===== src/logic/ilu_defines.svh =====
// register offsets, field positions, reset values and queue depth of the interrupt log unit
`ifndef ILU_DEFINES_SVH
`define ILU_DEFINES_SVH

// register byte offsets
`define ILU_CTRL_OFS      12'h000
`define ILU_STD_EN_OFS    12'h004
`define ILU_HP_EN_OFS     12'h008
`define ILU_HP_STAT_OFS   12'h00C
`define ILU_LOG_ADDR_OFS  12'h010
`define ILU_PEND_OFS      12'h014

// interrupt status word fields
`define ILU_BIT_ACCESSED  15
`define ILU_BIT_TIMEOUT   14
`define ILU_BIT_RT_ME     13
`define ILU_BIT_SA_EVT    7
`define ILU_BIT_MC_NODATA 6
`define ILU_BIT_ILL_BCST  5
`define ILU_BIT_ILL_CMD   4
`define ILU_BIT_POLL      3
`define ILU_BIT_RETRY     2
`define ILU_BIT_MSG_ERR   1
`define ILU_BIT_INT_CONT  0
`define ILU_EVT_MASK      16'h60FF

// high-priority status bits
`define ILU_HP_STD_BIT    8
`define ILU_HP_WIDTH      9

// control register bits
`define ILU_CTRL_RT_MODE  0
`define ILU_CTRL_STDL_EN  1

// reset values
`define ILU_LOG_ADDR_RST  16'h0000
`define ILU_EN_RST        16'h0000

// pending queue depth
`define ILU_QDEPTH        4
`define ILU_QPTR_W        2

`endif


===== src/logic/ilu_pkg.sv =====
// types shared by the interrupt log unit files
package ilu_pkg;

  // one captured event, queued until it is logged
  typedef struct packed {
    logic [15:0] status;
    logic [15:0] pointer;
  } ilu_event_s;

  // memory request toward the dma port
  typedef struct packed {
    logic        req;
    logic        burst;
    logic        write;
    logic [15:0] addr;
    logic [15:0] wdata;
  } ilu_dma_req_s;

  // dma answer
  typedef struct packed {
    logic        done;
    logic [15:0] rdata;
  } ilu_dma_rsp_s;

  // record writer states, one-hot
  typedef enum logic [4:0] {
    ILU_IDLE  = 5'b00001,
    ILU_ARB   = 5'b00010,
    ILU_WSTAT = 5'b00100,
    ILU_WPTR  = 5'b01000,
    ILU_RLINK = 5'b10000
  } ilu_state_e;

endpackage


===== src/logic/ilu_event_queue.sv =====
// small flip-flop queue of pending log events
`timescale 1ns/1ps
`include "ilu_defines.svh"

module ilu_event_queue (
  // clock and reset
  input  wire logic                pclk,
  input  wire logic                presetn,
  // filling side
  input  wire logic                in_valid,
  output wire logic                in_ready,
  input  wire ilu_pkg::ilu_event_s in_data,
  // draining side
  output wire logic                out_valid,
  input  wire logic                out_ready,
  output wire ilu_pkg::ilu_event_s out_data,
  // fill level
  output wire logic [2:0]          count
);
  import ilu_pkg::*;

  ilu_event_s                  store [`ILU_QDEPTH];
  logic [`ILU_QPTR_W-1:0]      wr_ptr;
  logic [`ILU_QPTR_W-1:0]      rd_ptr;
  logic [2:0]                  level;

  // handshake decode
  wire push = in_valid && in_ready;
  wire pop  = out_valid && out_ready;
  assign in_ready  = (level != 3'(`ILU_QDEPTH));
  assign out_valid = (level != 3'd0);
  assign out_data  = store[rd_ptr];
  assign count     = level;

  // pointers and level
  always_ff @(posedge pclk or negedge presetn) begin
    if (!presetn) begin
      wr_ptr <= '0;
      rd_ptr <= '0;
      level  <= 3'd0;
    end else begin
      if (push) wr_ptr <= wr_ptr + 1'b1;
      if (pop) rd_ptr <= rd_ptr + 1'b1;
      level <= level + 3'(push) - 3'(pop);
    end
  end

  // storage entries, one per slot
  genvar gi;
  generate
    for (gi = 0; gi < `ILU_QDEPTH; gi++) begin : g_slot
      always_ff @(posedge pclk or negedge presetn) begin
        if (!presetn) begin
          store[gi] <= '0;
        end else if (push && wr_ptr == `ILU_QPTR_W'(gi)) begin
          store[gi] <= in_data;
        end
      end
    end
  endgenerate

endmodule


===== src/logic/ilu_apb_regs.sv =====
// apb slave with the control, enable, status and log address registers
`timescale 1ns/1ps
`include "ilu_defines.svh"

module ilu_apb_regs (
  // clock and reset
  input  wire logic        pclk,
  input  wire logic        presetn,
  // apb
  input  wire logic        psel,
  input  wire logic        penable,
  input  wire logic        pwrite,
  input  wire logic [11:0] paddr,
  input  wire logic [31:0] pwdata,
  output logic      [31:0] prdata,
  output wire logic        pready,
  output wire logic        pslverr,
  // register values
  output logic      [15:0] ctrl,
  output logic      [15:0] std_en,
  output logic      [15:0] hp_en,
  // status and log address read back
  input  wire logic [8:0]  hp_status,
  input  wire logic [15:0] log_addr,
  input  wire logic [2:0]  pend_count,
  // write strobes decoded for the core
  output wire logic        hp_clr_we,
  output wire logic        log_addr_we,
  output wire logic [15:0] wdata
);
  // address decode
  wire acc       = psel && penable;
  wire wr        = acc && pwrite;
  wire hit_ctrl  = (paddr == `ILU_CTRL_OFS);
  wire hit_std   = (paddr == `ILU_STD_EN_OFS);
  wire hit_hp    = (paddr == `ILU_HP_EN_OFS);
  wire hit_stat  = (paddr == `ILU_HP_STAT_OFS);
  wire hit_log   = (paddr == `ILU_LOG_ADDR_OFS);
  wire hit_pend  = (paddr == `ILU_PEND_OFS);
  wire mapped    = hit_ctrl | hit_std | hit_hp | hit_stat | hit_log | hit_pend;

  // zero wait states; unmapped offsets answer with an error
  assign pready      = 1'b1;
  assign pslverr     = acc && !mapped;
  assign hp_clr_we   = wr && hit_stat;
  assign log_addr_we = wr && hit_log;
  assign wdata       = pwdata[15:0];

  // read mux, upper bits read as zero
  wire [15:0] rmux = hit_ctrl ? ctrl :
                     hit_std  ? std_en :
                     hit_hp   ? hp_en :
                     hit_stat ? {7'd0, hp_status} :
                     hit_log  ? log_addr :
                     hit_pend ? {13'd0, pend_count} : 16'h0000;

  // software-owned registers
  always_ff @(posedge pclk or negedge presetn) begin
    if (!presetn) begin
      ctrl   <= `ILU_EN_RST;
      std_en <= `ILU_EN_RST;
      hp_en  <= `ILU_EN_RST;
    end else if (wr) begin
      if (hit_ctrl) ctrl <= pwdata[15:0];
      if (hit_std) std_en <= pwdata[15:0] & `ILU_EVT_MASK;
      if (hit_hp) hp_en <= pwdata[15:0] & `ILU_EVT_MASK;
    end
  end

  // registered read data
  always_ff @(posedge pclk or negedge presetn) begin
    if (!presetn) begin
      prdata <= 32'h0000_0000;
    end else if (psel && !penable && !pwrite) begin
      prdata <= {16'h0000, rmux};
    end
  end

endmodule


===== src/logic/ilu_top.sv =====
// exception handling and interrupt logging unit: interrupt outputs and log list writer
`timescale 1ns/1ps
`include "ilu_defines.svh"

module ilu_top (
  // clock and reset
  input  wire logic                  pclk,
  input  wire logic                  presetn,
  // apb register port
  input  wire logic                  psel,
  input  wire logic                  penable,
  input  wire logic                  pwrite,
  input  wire logic [11:0]           paddr,
  input  wire logic [31:0]           pwdata,
  output wire logic [31:0]           prdata,
  output wire logic                  pready,
  output wire logic                  pslverr,
  // event sources from the message engine, taken while evt_valid and evt_ready are both high
  input  wire logic                  evt_valid,
  input  wire logic                  evt_resp_timeout,
  input  wire logic                  evt_status_me,
  input  wire logic                  evt_sa_irq,
  input  wire logic                  evt_mc_nodata,
  input  wire logic                  evt_ill_bcst,
  input  wire logic                  evt_ill_cmd,
  input  wire logic                  evt_poll_match,
  input  wire logic                  evt_retry_fail,
  input  wire logic                  evt_msg_error,
  input  wire logic                  evt_int_cont,
  input  wire logic [15:0]           evt_pointer,
  output wire logic                  evt_ready,
  // dma port to system memory
  output ilu_pkg::ilu_dma_req_s      dma_req,
  input  wire ilu_pkg::ilu_dma_rsp_s dma_rsp,
  // interrupt outputs
  output logic                       std_irq_level_out,
  output logic                       std_irq_pulse,
  output logic                       high_prio_irq,
  output wire logic                  bc_hold
);
  import ilu_pkg::*;

  // ****************************************************************
  // register file
  // ****************************************************************
  logic [15:0] ctrl;
  logic [15:0] std_en;
  logic [15:0] hp_en;
  logic [8:0]  hp_status;
  logic [15:0] log_addr;
  logic [2:0]  pend_count;
  logic        hp_clr_we;
  logic        log_addr_we;
  logic [15:0] wdata;

  ilu_apb_regs u_regs (
    .pclk        (pclk),
    .presetn     (presetn),
    .psel        (psel),
    .penable     (penable),
    .pwrite      (pwrite),
    .paddr       (paddr),
    .pwdata      (pwdata),
    .prdata      (prdata),
    .pready      (pready),
    .pslverr     (pslverr),
    .ctrl        (ctrl),
    .std_en      (std_en),
    .hp_en       (hp_en),
    .hp_status   (hp_status),
    .log_addr    (log_addr),
    .pend_count  (pend_count),
    .hp_clr_we   (hp_clr_we),
    .log_addr_we (log_addr_we),
    .wdata       (wdata)
  );

  // ****************************************************************
  // event word assembly
  // ****************************************************************
  wire rt_mode = ctrl[`ILU_CTRL_RT_MODE];

  // mode-specific causes only count in their own mode; reserved bits stay zero
  logic [15:0] raw_word;
  always_comb begin
    raw_word = 16'h0000;
    raw_word[`ILU_BIT_TIMEOUT]   = evt_resp_timeout && evt_msg_error;
    raw_word[`ILU_BIT_RT_ME]     = evt_status_me;
    raw_word[`ILU_BIT_SA_EVT]    = rt_mode && evt_sa_irq;
    raw_word[`ILU_BIT_MC_NODATA] = rt_mode && evt_mc_nodata;
    raw_word[`ILU_BIT_ILL_BCST]  = rt_mode && evt_ill_bcst;
    raw_word[`ILU_BIT_ILL_CMD]   = rt_mode && evt_ill_cmd;
    raw_word[`ILU_BIT_POLL]      = !rt_mode && evt_poll_match;
    raw_word[`ILU_BIT_RETRY]     = !rt_mode && evt_retry_fail;
    raw_word[`ILU_BIT_MSG_ERR]   = evt_msg_error;
    raw_word[`ILU_BIT_INT_CONT]  = !rt_mode && evt_int_cont;
  end

  // only enabled causes make a record or raise an output
  wire [15:0] std_hits = raw_word & std_en & `ILU_EVT_MASK;
  wire [15:0] hp_hits  = raw_word & hp_en & `ILU_EVT_MASK;
  wire        std_evt  = evt_valid && evt_ready && (std_hits != 16'h0000);
  wire        hp_evt   = evt_valid && evt_ready && (hp_hits != 16'h0000);
  wire        hp_me    = hp_evt && hp_hits[`ILU_BIT_MSG_ERR];

  // ****************************************************************
  // pending event queue
  // ****************************************************************
  ilu_event_s q_in;
  ilu_event_s q_out;
  logic       q_in_ready;
  logic       q_out_valid;
  logic       q_pop;

  // second word: command block or descriptor address from the engine
  assign q_in.status  = std_hits;
  assign q_in.pointer = evt_pointer;
  // a full queue stalls the engine so no enabled event is dropped
  assign evt_ready    = q_in_ready;

  ilu_event_queue u_queue (
    .pclk      (pclk),
    .presetn   (presetn),
    .in_valid  (std_evt),
    .in_ready  (q_in_ready),
    .in_data   (q_in),
    .out_valid (q_out_valid),
    .out_ready (q_pop),
    .out_data  (q_out),
    .count     (pend_count)
  );

  // ****************************************************************
  // record writer
  // ****************************************************************
  ilu_state_e  state;
  ilu_state_e  next_state;
  ilu_event_s  cur;
  logic [15:0] rec_base;

  // one record at a time; the next event waits in the queue
  always_comb begin
    case (state)
      ILU_IDLE:  next_state = q_out_valid ? ILU_ARB : ILU_IDLE;
      ILU_ARB:   next_state = ILU_WSTAT;
      ILU_WSTAT: next_state = dma_rsp.done ? ILU_WPTR : ILU_WSTAT;
      ILU_WPTR:  next_state = dma_rsp.done ? ILU_RLINK : ILU_WPTR;
      ILU_RLINK: next_state = dma_rsp.done ? ILU_IDLE : ILU_RLINK;
      default:   next_state = ILU_IDLE;
    endcase
  end

  assign q_pop = (state == ILU_IDLE) && q_out_valid;

  // dma request decode; burst held across the whole record
  assign dma_req.req   = (state == ILU_WSTAT) || (state == ILU_WPTR) || (state == ILU_RLINK);
  assign dma_req.burst = (state != ILU_IDLE);
  assign dma_req.write = (state == ILU_WSTAT) || (state == ILU_WPTR);
  assign dma_req.addr  = (state == ILU_WPTR)  ? rec_base + 16'h0001 :
                         (state == ILU_RLINK) ? rec_base + 16'h0002 : rec_base;
  // accessed flag always set in the stored word
  assign dma_req.wdata = (state == ILU_WPTR) ? cur.pointer :
                         (cur.status | (16'h0001 << `ILU_BIT_ACCESSED));

  wire rec_done = (state == ILU_RLINK) && dma_rsp.done;

  // state and current record
  always_ff @(posedge pclk or negedge presetn) begin
    if (!presetn) begin
      state    <= ILU_IDLE;
      cur      <= '0;
      rec_base <= `ILU_LOG_ADDR_RST;
    end else begin
      state <= next_state;
      if (q_pop) begin
        cur      <= q_out;
        rec_base <= log_addr;
      end
    end
  end

  // log address: host sets the start, hardware loads the link word
  always_ff @(posedge pclk or negedge presetn) begin
    if (!presetn) begin
      log_addr <= `ILU_LOG_ADDR_RST;
    end else if (rec_done) begin
      log_addr <= dma_rsp.rdata;
    end else if (log_addr_we) begin
      log_addr <= wdata;
    end
  end

  // ****************************************************************
  // interrupt outputs
  // ****************************************************************
  // per-cause high-priority status; a new cause wins over a clear
  wire [8:0] hp_set = {1'b0, hp_hits[7:0]};
  wire [8:0] hp_clr = hp_clr_we ? wdata[8:0] : 9'h000;
  wire       std_set = rec_done;

  logic [8:0] next_hp_status;
  always_comb begin
    next_hp_status = (hp_status & ~hp_clr) | (hp_evt ? hp_set : 9'h000);
    if (std_set) begin
      next_hp_status[`ILU_HP_STD_BIT] = 1'b1;
    end
  end

  // standard bit also raises the level; hold follows an unacknowledged error
  logic hold_me;
  always_ff @(posedge pclk or negedge presetn) begin
    if (!presetn) begin
      hp_status <= 9'h000;
      hold_me   <= 1'b0;
    end else begin
      hp_status <= next_hp_status;
      if (hp_me) begin
        hold_me <= 1'b1;
      end else if (hp_clr_we && wdata[`ILU_BIT_MSG_ERR]) begin
        hold_me <= 1'b0;
      end
    end
  end

  // controller holds only in controller mode
  assign bc_hold = hold_me && !rt_mode;

  // outputs from flops; pulse after the link read ends the record
  always_ff @(posedge pclk or negedge presetn) begin
    if (!presetn) begin
      std_irq_pulse     <= 1'b0;
      std_irq_level_out <= 1'b0;
      high_prio_irq     <= 1'b0;
    end else begin
      std_irq_pulse     <= rec_done;
      std_irq_level_out <= next_hp_status[`ILU_HP_STD_BIT] && ctrl[`ILU_CTRL_STDL_EN];
      high_prio_irq     <= (next_hp_status[7:0] != 8'h00);
    end
  end

  // ****************************************************************
  // checks
  // ****************************************************************
  property p_stat_write;
    @(posedge pclk) disable iff (!presetn)
    (state == ILU_WSTAT) |-> dma_req.write && dma_req.wdata[15] && dma_req.wdata[12:8] == 5'd0;
  endproperty
  a_stat_write: assert property (p_stat_write) else $error("status word wrong");

  property p_order;
    @(posedge pclk) disable iff (!presetn)
    (state == ILU_WSTAT && dma_rsp.done) |=> (state == ILU_WPTR) && dma_req.addr == rec_base + 16'h0001;
  endproperty
  a_order: assert property (p_order) else $error("pointer write out of order");

  property p_link;
    @(posedge pclk) disable iff (!presetn)
    rec_done |=> log_addr == $past(dma_rsp.rdata);
  endproperty
  a_link: assert property (p_link) else $error("log address not advanced");

  property p_pulse;
    @(posedge pclk) disable iff (!presetn)
    rec_done |=> std_irq_pulse ##1 !std_irq_pulse;
  endproperty
  a_pulse: assert property (p_pulse) else $error("pulse missing");

  property p_level;
    @(posedge pclk) disable iff (!presetn)
    (rec_done && ctrl[`ILU_CTRL_STDL_EN]) |=> std_irq_level_out;
  endproperty
  a_level: assert property (p_level) else $error("level not raised");

  property p_hp_hold;
    @(posedge pclk) disable iff (!presetn)
    (high_prio_irq && !hp_clr_we) |=> high_prio_irq;
  endproperty
  a_hp_hold: assert property (p_hp_hold) else $error("hp dropped without write");

  property p_clear;
    @(posedge pclk) disable iff (!presetn)
    (hp_clr_we && wdata[`ILU_BIT_MSG_ERR] && !hp_evt) |=> !hp_status[`ILU_BIT_MSG_ERR];
  endproperty
  a_clear: assert property (p_clear) else $error("write one did not clear");

  property p_one_rec;
    @(posedge pclk) disable iff (!presetn)
    q_pop |=> !q_pop [*3];
  endproperty
  a_one_rec: assert property (p_one_rec) else $error("record overlap");

  property p_hp_raise;
    @(posedge pclk) disable iff (!presetn)
    (hp_evt && hp_hits[7:0] != 8'h00) |=> high_prio_irq;
  endproperty
  a_hp_raise: assert property (p_hp_raise) else $error("hp not raised");

  property p_level_hold;
    @(posedge pclk) disable iff (!presetn)
    (std_irq_level_out && ctrl[`ILU_CTRL_STDL_EN] && !(hp_clr_we && wdata[`ILU_HP_STD_BIT])) |=> std_irq_level_out;
  endproperty
  a_level_hold: assert property (p_level_hold) else $error("level dropped without clear");

  property p_cpu_log;
    @(posedge pclk) disable iff (!presetn)
    (log_addr_we && !rec_done) |=> (log_addr == $past(wdata));
  endproperty
  a_cpu_log: assert property (p_cpu_log) else $error("log address write lost");

  property p_pulse_src;
    @(posedge pclk) disable iff (!presetn)
    std_irq_pulse |-> $past(rec_done);
  endproperty
  a_pulse_src: assert property (p_pulse_src) else $error("pulse without record");

  property p_link_read;
    @(posedge pclk) disable iff (!presetn)
    (state == ILU_RLINK) |-> dma_req.req && dma_req.burst && !dma_req.write && (dma_req.addr == rec_base + 16'h0002);
  endproperty
  a_link_read: assert property (p_link_read) else $error("link read wrong");

endmodule


===== config.mk =====
export PLATFORM = sky130hd
export DESIGN_NAME = ilu_top
export DESIGN_NICKNAME = d
export VERILOG_FILES = /design/src/logic/ilu_pkg.sv /design/src/logic/ilu_event_queue.sv /design/src/logic/ilu_apb_regs.sv /design/src/logic/ilu_top.sv
export VERILOG_INCLUDE_DIRS = /design/src /design/src/logic
export SDC_FILE = /design/constraint.sdc
export NUM_CORES = 1
export LEC_CHECK = 0
export BUFFER_PORTS_ARGS = -buffer_cell sky130_fd_sc_hd__clkbuf_2
export CAP_MARGIN = 5
export CORE_MARGIN = 5
export CORE_UTILIZATION = 26
export DETAILED_ROUTE_END_ITERATION = 12
export PLACE_DENSITY = 0.42
export SLEW_MARGIN = 40
export SYNTH_ARGS = -nofsm -noshare
export SYNTH_HDL_FRONTEND = slang
export SYNTH_HIERARCHICAL = 1
export SYNTH_SLANG_ARGS = --single-unit

===== constraint.sdc =====
create_clock -name pclk -period 3.3 [get_ports pclk]
set_clock_uncertainty 0.05 [all_clocks]
set_input_delay 0.33 -clock pclk [delete_from_list [all_inputs] [get_ports pclk]]
set_output_delay 0.33 -clock pclk [all_outputs]
set_load 0.03 [all_outputs]

==> summary.txt <==
Cells and area
  – Layout cells sized above 1: 35.17%
  – Commonest cells after routing, fill and taps aside: dfrtp_1 (259), nand3_1 (132), clkbuf_2 (132)
  – Commonest non-fill, non-tap cell in the layout: dfrtp_1
  – Fillers: 6384
  – Area growth syn-to-layout: 17.09%
  – Final nets: 1640
  – ANT cells: 0

Job
  – Max-Cap Viols: 0

Pwr
  – Power Total: 12.13 mW
  – NetSw: 4.480 mW
  – Clock power share: 33.0%
  – Internal power: 7.646 mW
  – Sw Ratio: 36.95%
  – Reg power frac: 32.4%
  – P per Cell Area: 638.7 nW/µm²
  – Worst vdd rail ir drop: 0.4055 mV
  – Power share of the combinational group: 34.6%
  – Static Leakage: 7.144 nW

Route
  – Via/cell ratio: 5.080
  – 1st-iter DRT viols: 766
  – Routed len/inst: 21.04 µm
  – Final wirelength: 50.51 mm
  – Routed Antenna Nets: 0
  – Vias: 12196
  – DRC Markers: 0
  – Detailed Routing Iterations Pass 1: 7

Timing
  – Final period demand of the worst path: 3.018 ns
  – Fmax achieved: 0.3314 GHz
  – Slew Viols, Final: 0
  – Final Cycle Share: 91.44%
  – Worst-Margin Slew: 0.8089 ns
  – RSZ-0062 raised after global routing: false
  – Rel. slew slack: 46.07%
  – Final setup viols: 0
  – Post-route setup slack: 0.2825 ns
  – Setup TNS: 0 ns
  – Hold Vio Cnt, Final: 0

Placed design
  – IO Port Bufs: 133
  – DP Worst Slack: 0.4154 ns
  – Final GP Congestion: 0.8208
  – DP HPWL: 31.04 mm

Synthesis
  – Synthesized area: 16220 µm²
  – Synth Instances: 1461
  – Syn avg cell area: 11.10 µm²
  – Yosys Warn Count: 6

Clock tree
  – Post-CTS Setup Inserts: 0
  – CTS Hold Buffers Added: 22
  – Cts bufs inserted: 36
  – Worst-path clk slew: 0.06 ns
  – Clk Latency, worst-skew pair: 0.54 ns
  – Post-cts sizing count: 0
  – # clock sinks: 264
  – H-tree level count: 2
  – TritonCTS clock tree: yes
  – Root buffer cell: clkbuf_16
  – CTS max path bufs: 3

Setup path
  – CP cell instances: nor3_4 > nand4b_2 > a2111oi_2 > xor2_1 > clkbuf_2
  – Worst Path Required: 2.92 ns
  – Critical Path Slowest Stage Cell: dfrtp_1
  – Critical path arrival: 2.64 ns
  – CP Capture Type: output port
  – Crit path max fanout: 11
  – FF-to-FF path depth: 4
  – Crit path launch type: flip-flop
  – CP Class: flip-flop to output port
  – Biggest cell delay along the critical path: 0.51 ns

Floorplanning
  – Total Die Area: 67460 µm²
  – Core Area: 61710 µm²
  – I/O pin total: 167
  – Die W: 259.7 µm
  – FP Rows: 91
  – Initial Util: 26.28%
  – Die height: 259.7 µm

Global routing
  – Largest net degree at the start of global routing: 133
  – Total gr overflow: 0
  – Vias in the first global route: 12324
  – Initial antenna violation count: 1
  – Global-route wire length before repair: 78.35 mm
  – Gr usage total: 14.57%

Run status
  – Status: completed

Worst hold path
  – Hold path depth: 2
  – Worst hold-check path type: input pin to flip-flop
[critical path, delay by kind of cell, from the launching register on]
family,cells,cell delay (ns)
AND/OR/NAND/NOR,2,0.70
buffers and inverters,1,0.24
XOR/XNOR,1,0.21
AO/OA/AOI/OAI,1,0.44
flip-flops,1,0.51
[stage by stage]
step                cells  instance area, µm²  hold slack, ns  utilization, %
global route         2401               18990         0.02175           30.77
detailed placement   2315               17550          0.2898           28.44
CTS                  2401               18990        0.007655           30.77
global placement     2314               17520          0.2899           28.39
finish               2401               18990         0.04645           30.77
floorplan            1495               16340        -0.01559               -
[power groups by stage]
stage / clock network (mW) / logic [mW] / registers, mW
2_1_floorplan: 0 / 3.23 / 3.75
3_3_place_gp: 0 / 4.22 / 3.99
6_report: 4.00 / 4.20 / 3.93
5_1_grt: 4.26 / 4.52 / 3.98
4_1_cts: 4.14 / 4.26 / 3.94
3_5_place_dp: 0 / 4.22 / 4.00
[per-layer routing]
layer	part of all wire (%)	track usage, %	vias to the layer above
li1	-	-	5618
met1	46	20.45	6231
met2	48	23.59	281
met3	4.0	2.184	66
met4	2.1	3.831	0
met5	0	0	-
[path summary, 6_finish.rpt]
path	from	to	slack [ns]
max	state[3]$_DFF_PN0_	dma_req[30]	0.28
min in group asynchronous	presetn	u_queue/store[122]$_DFFE_PN0P_	0.31
max reg2reg	u_queue/count[1]$_DFF_PN0_	u_queue/store[14]$_DFFE_PN0P_	0.45
min reg2reg	u_regs/prdata[11]$_DFFE_PN0P_	u_regs/prdata[11]$_DFFE_PN0P_	0.43
min	pwdata[8]	u_regs/ctrl[8]$_DFFE_PN0P_	0.05
max in group asynchronous	presetn	u_queue/store[14]$_DFFE_PN0P_	2.05
[flip-flops by register name (all words and copies together), names as in the netlist, 9 cells and up]
register	cells
u_queue/store	124
u_regs/prdata	16
hp_status	9
cur	31
u_regs/ctrl	16
u_regs/std_en	10
u_regs/hp_en	10
log_addr	16
rec_base	16
[final cells by class]
type	instances	area [µm²]	area share [%]
sequential	264	6618	34.85
timing repair buffer	201	1340	7.058
clock buffer	54	1091	5.746
tap	837	1047	5.516
inverter	32	120.1	0.6326
clock inverter	10	123.9	0.6524
multi-input combinational	1003	8647	45.54
(Power assumes the default switching activity.)
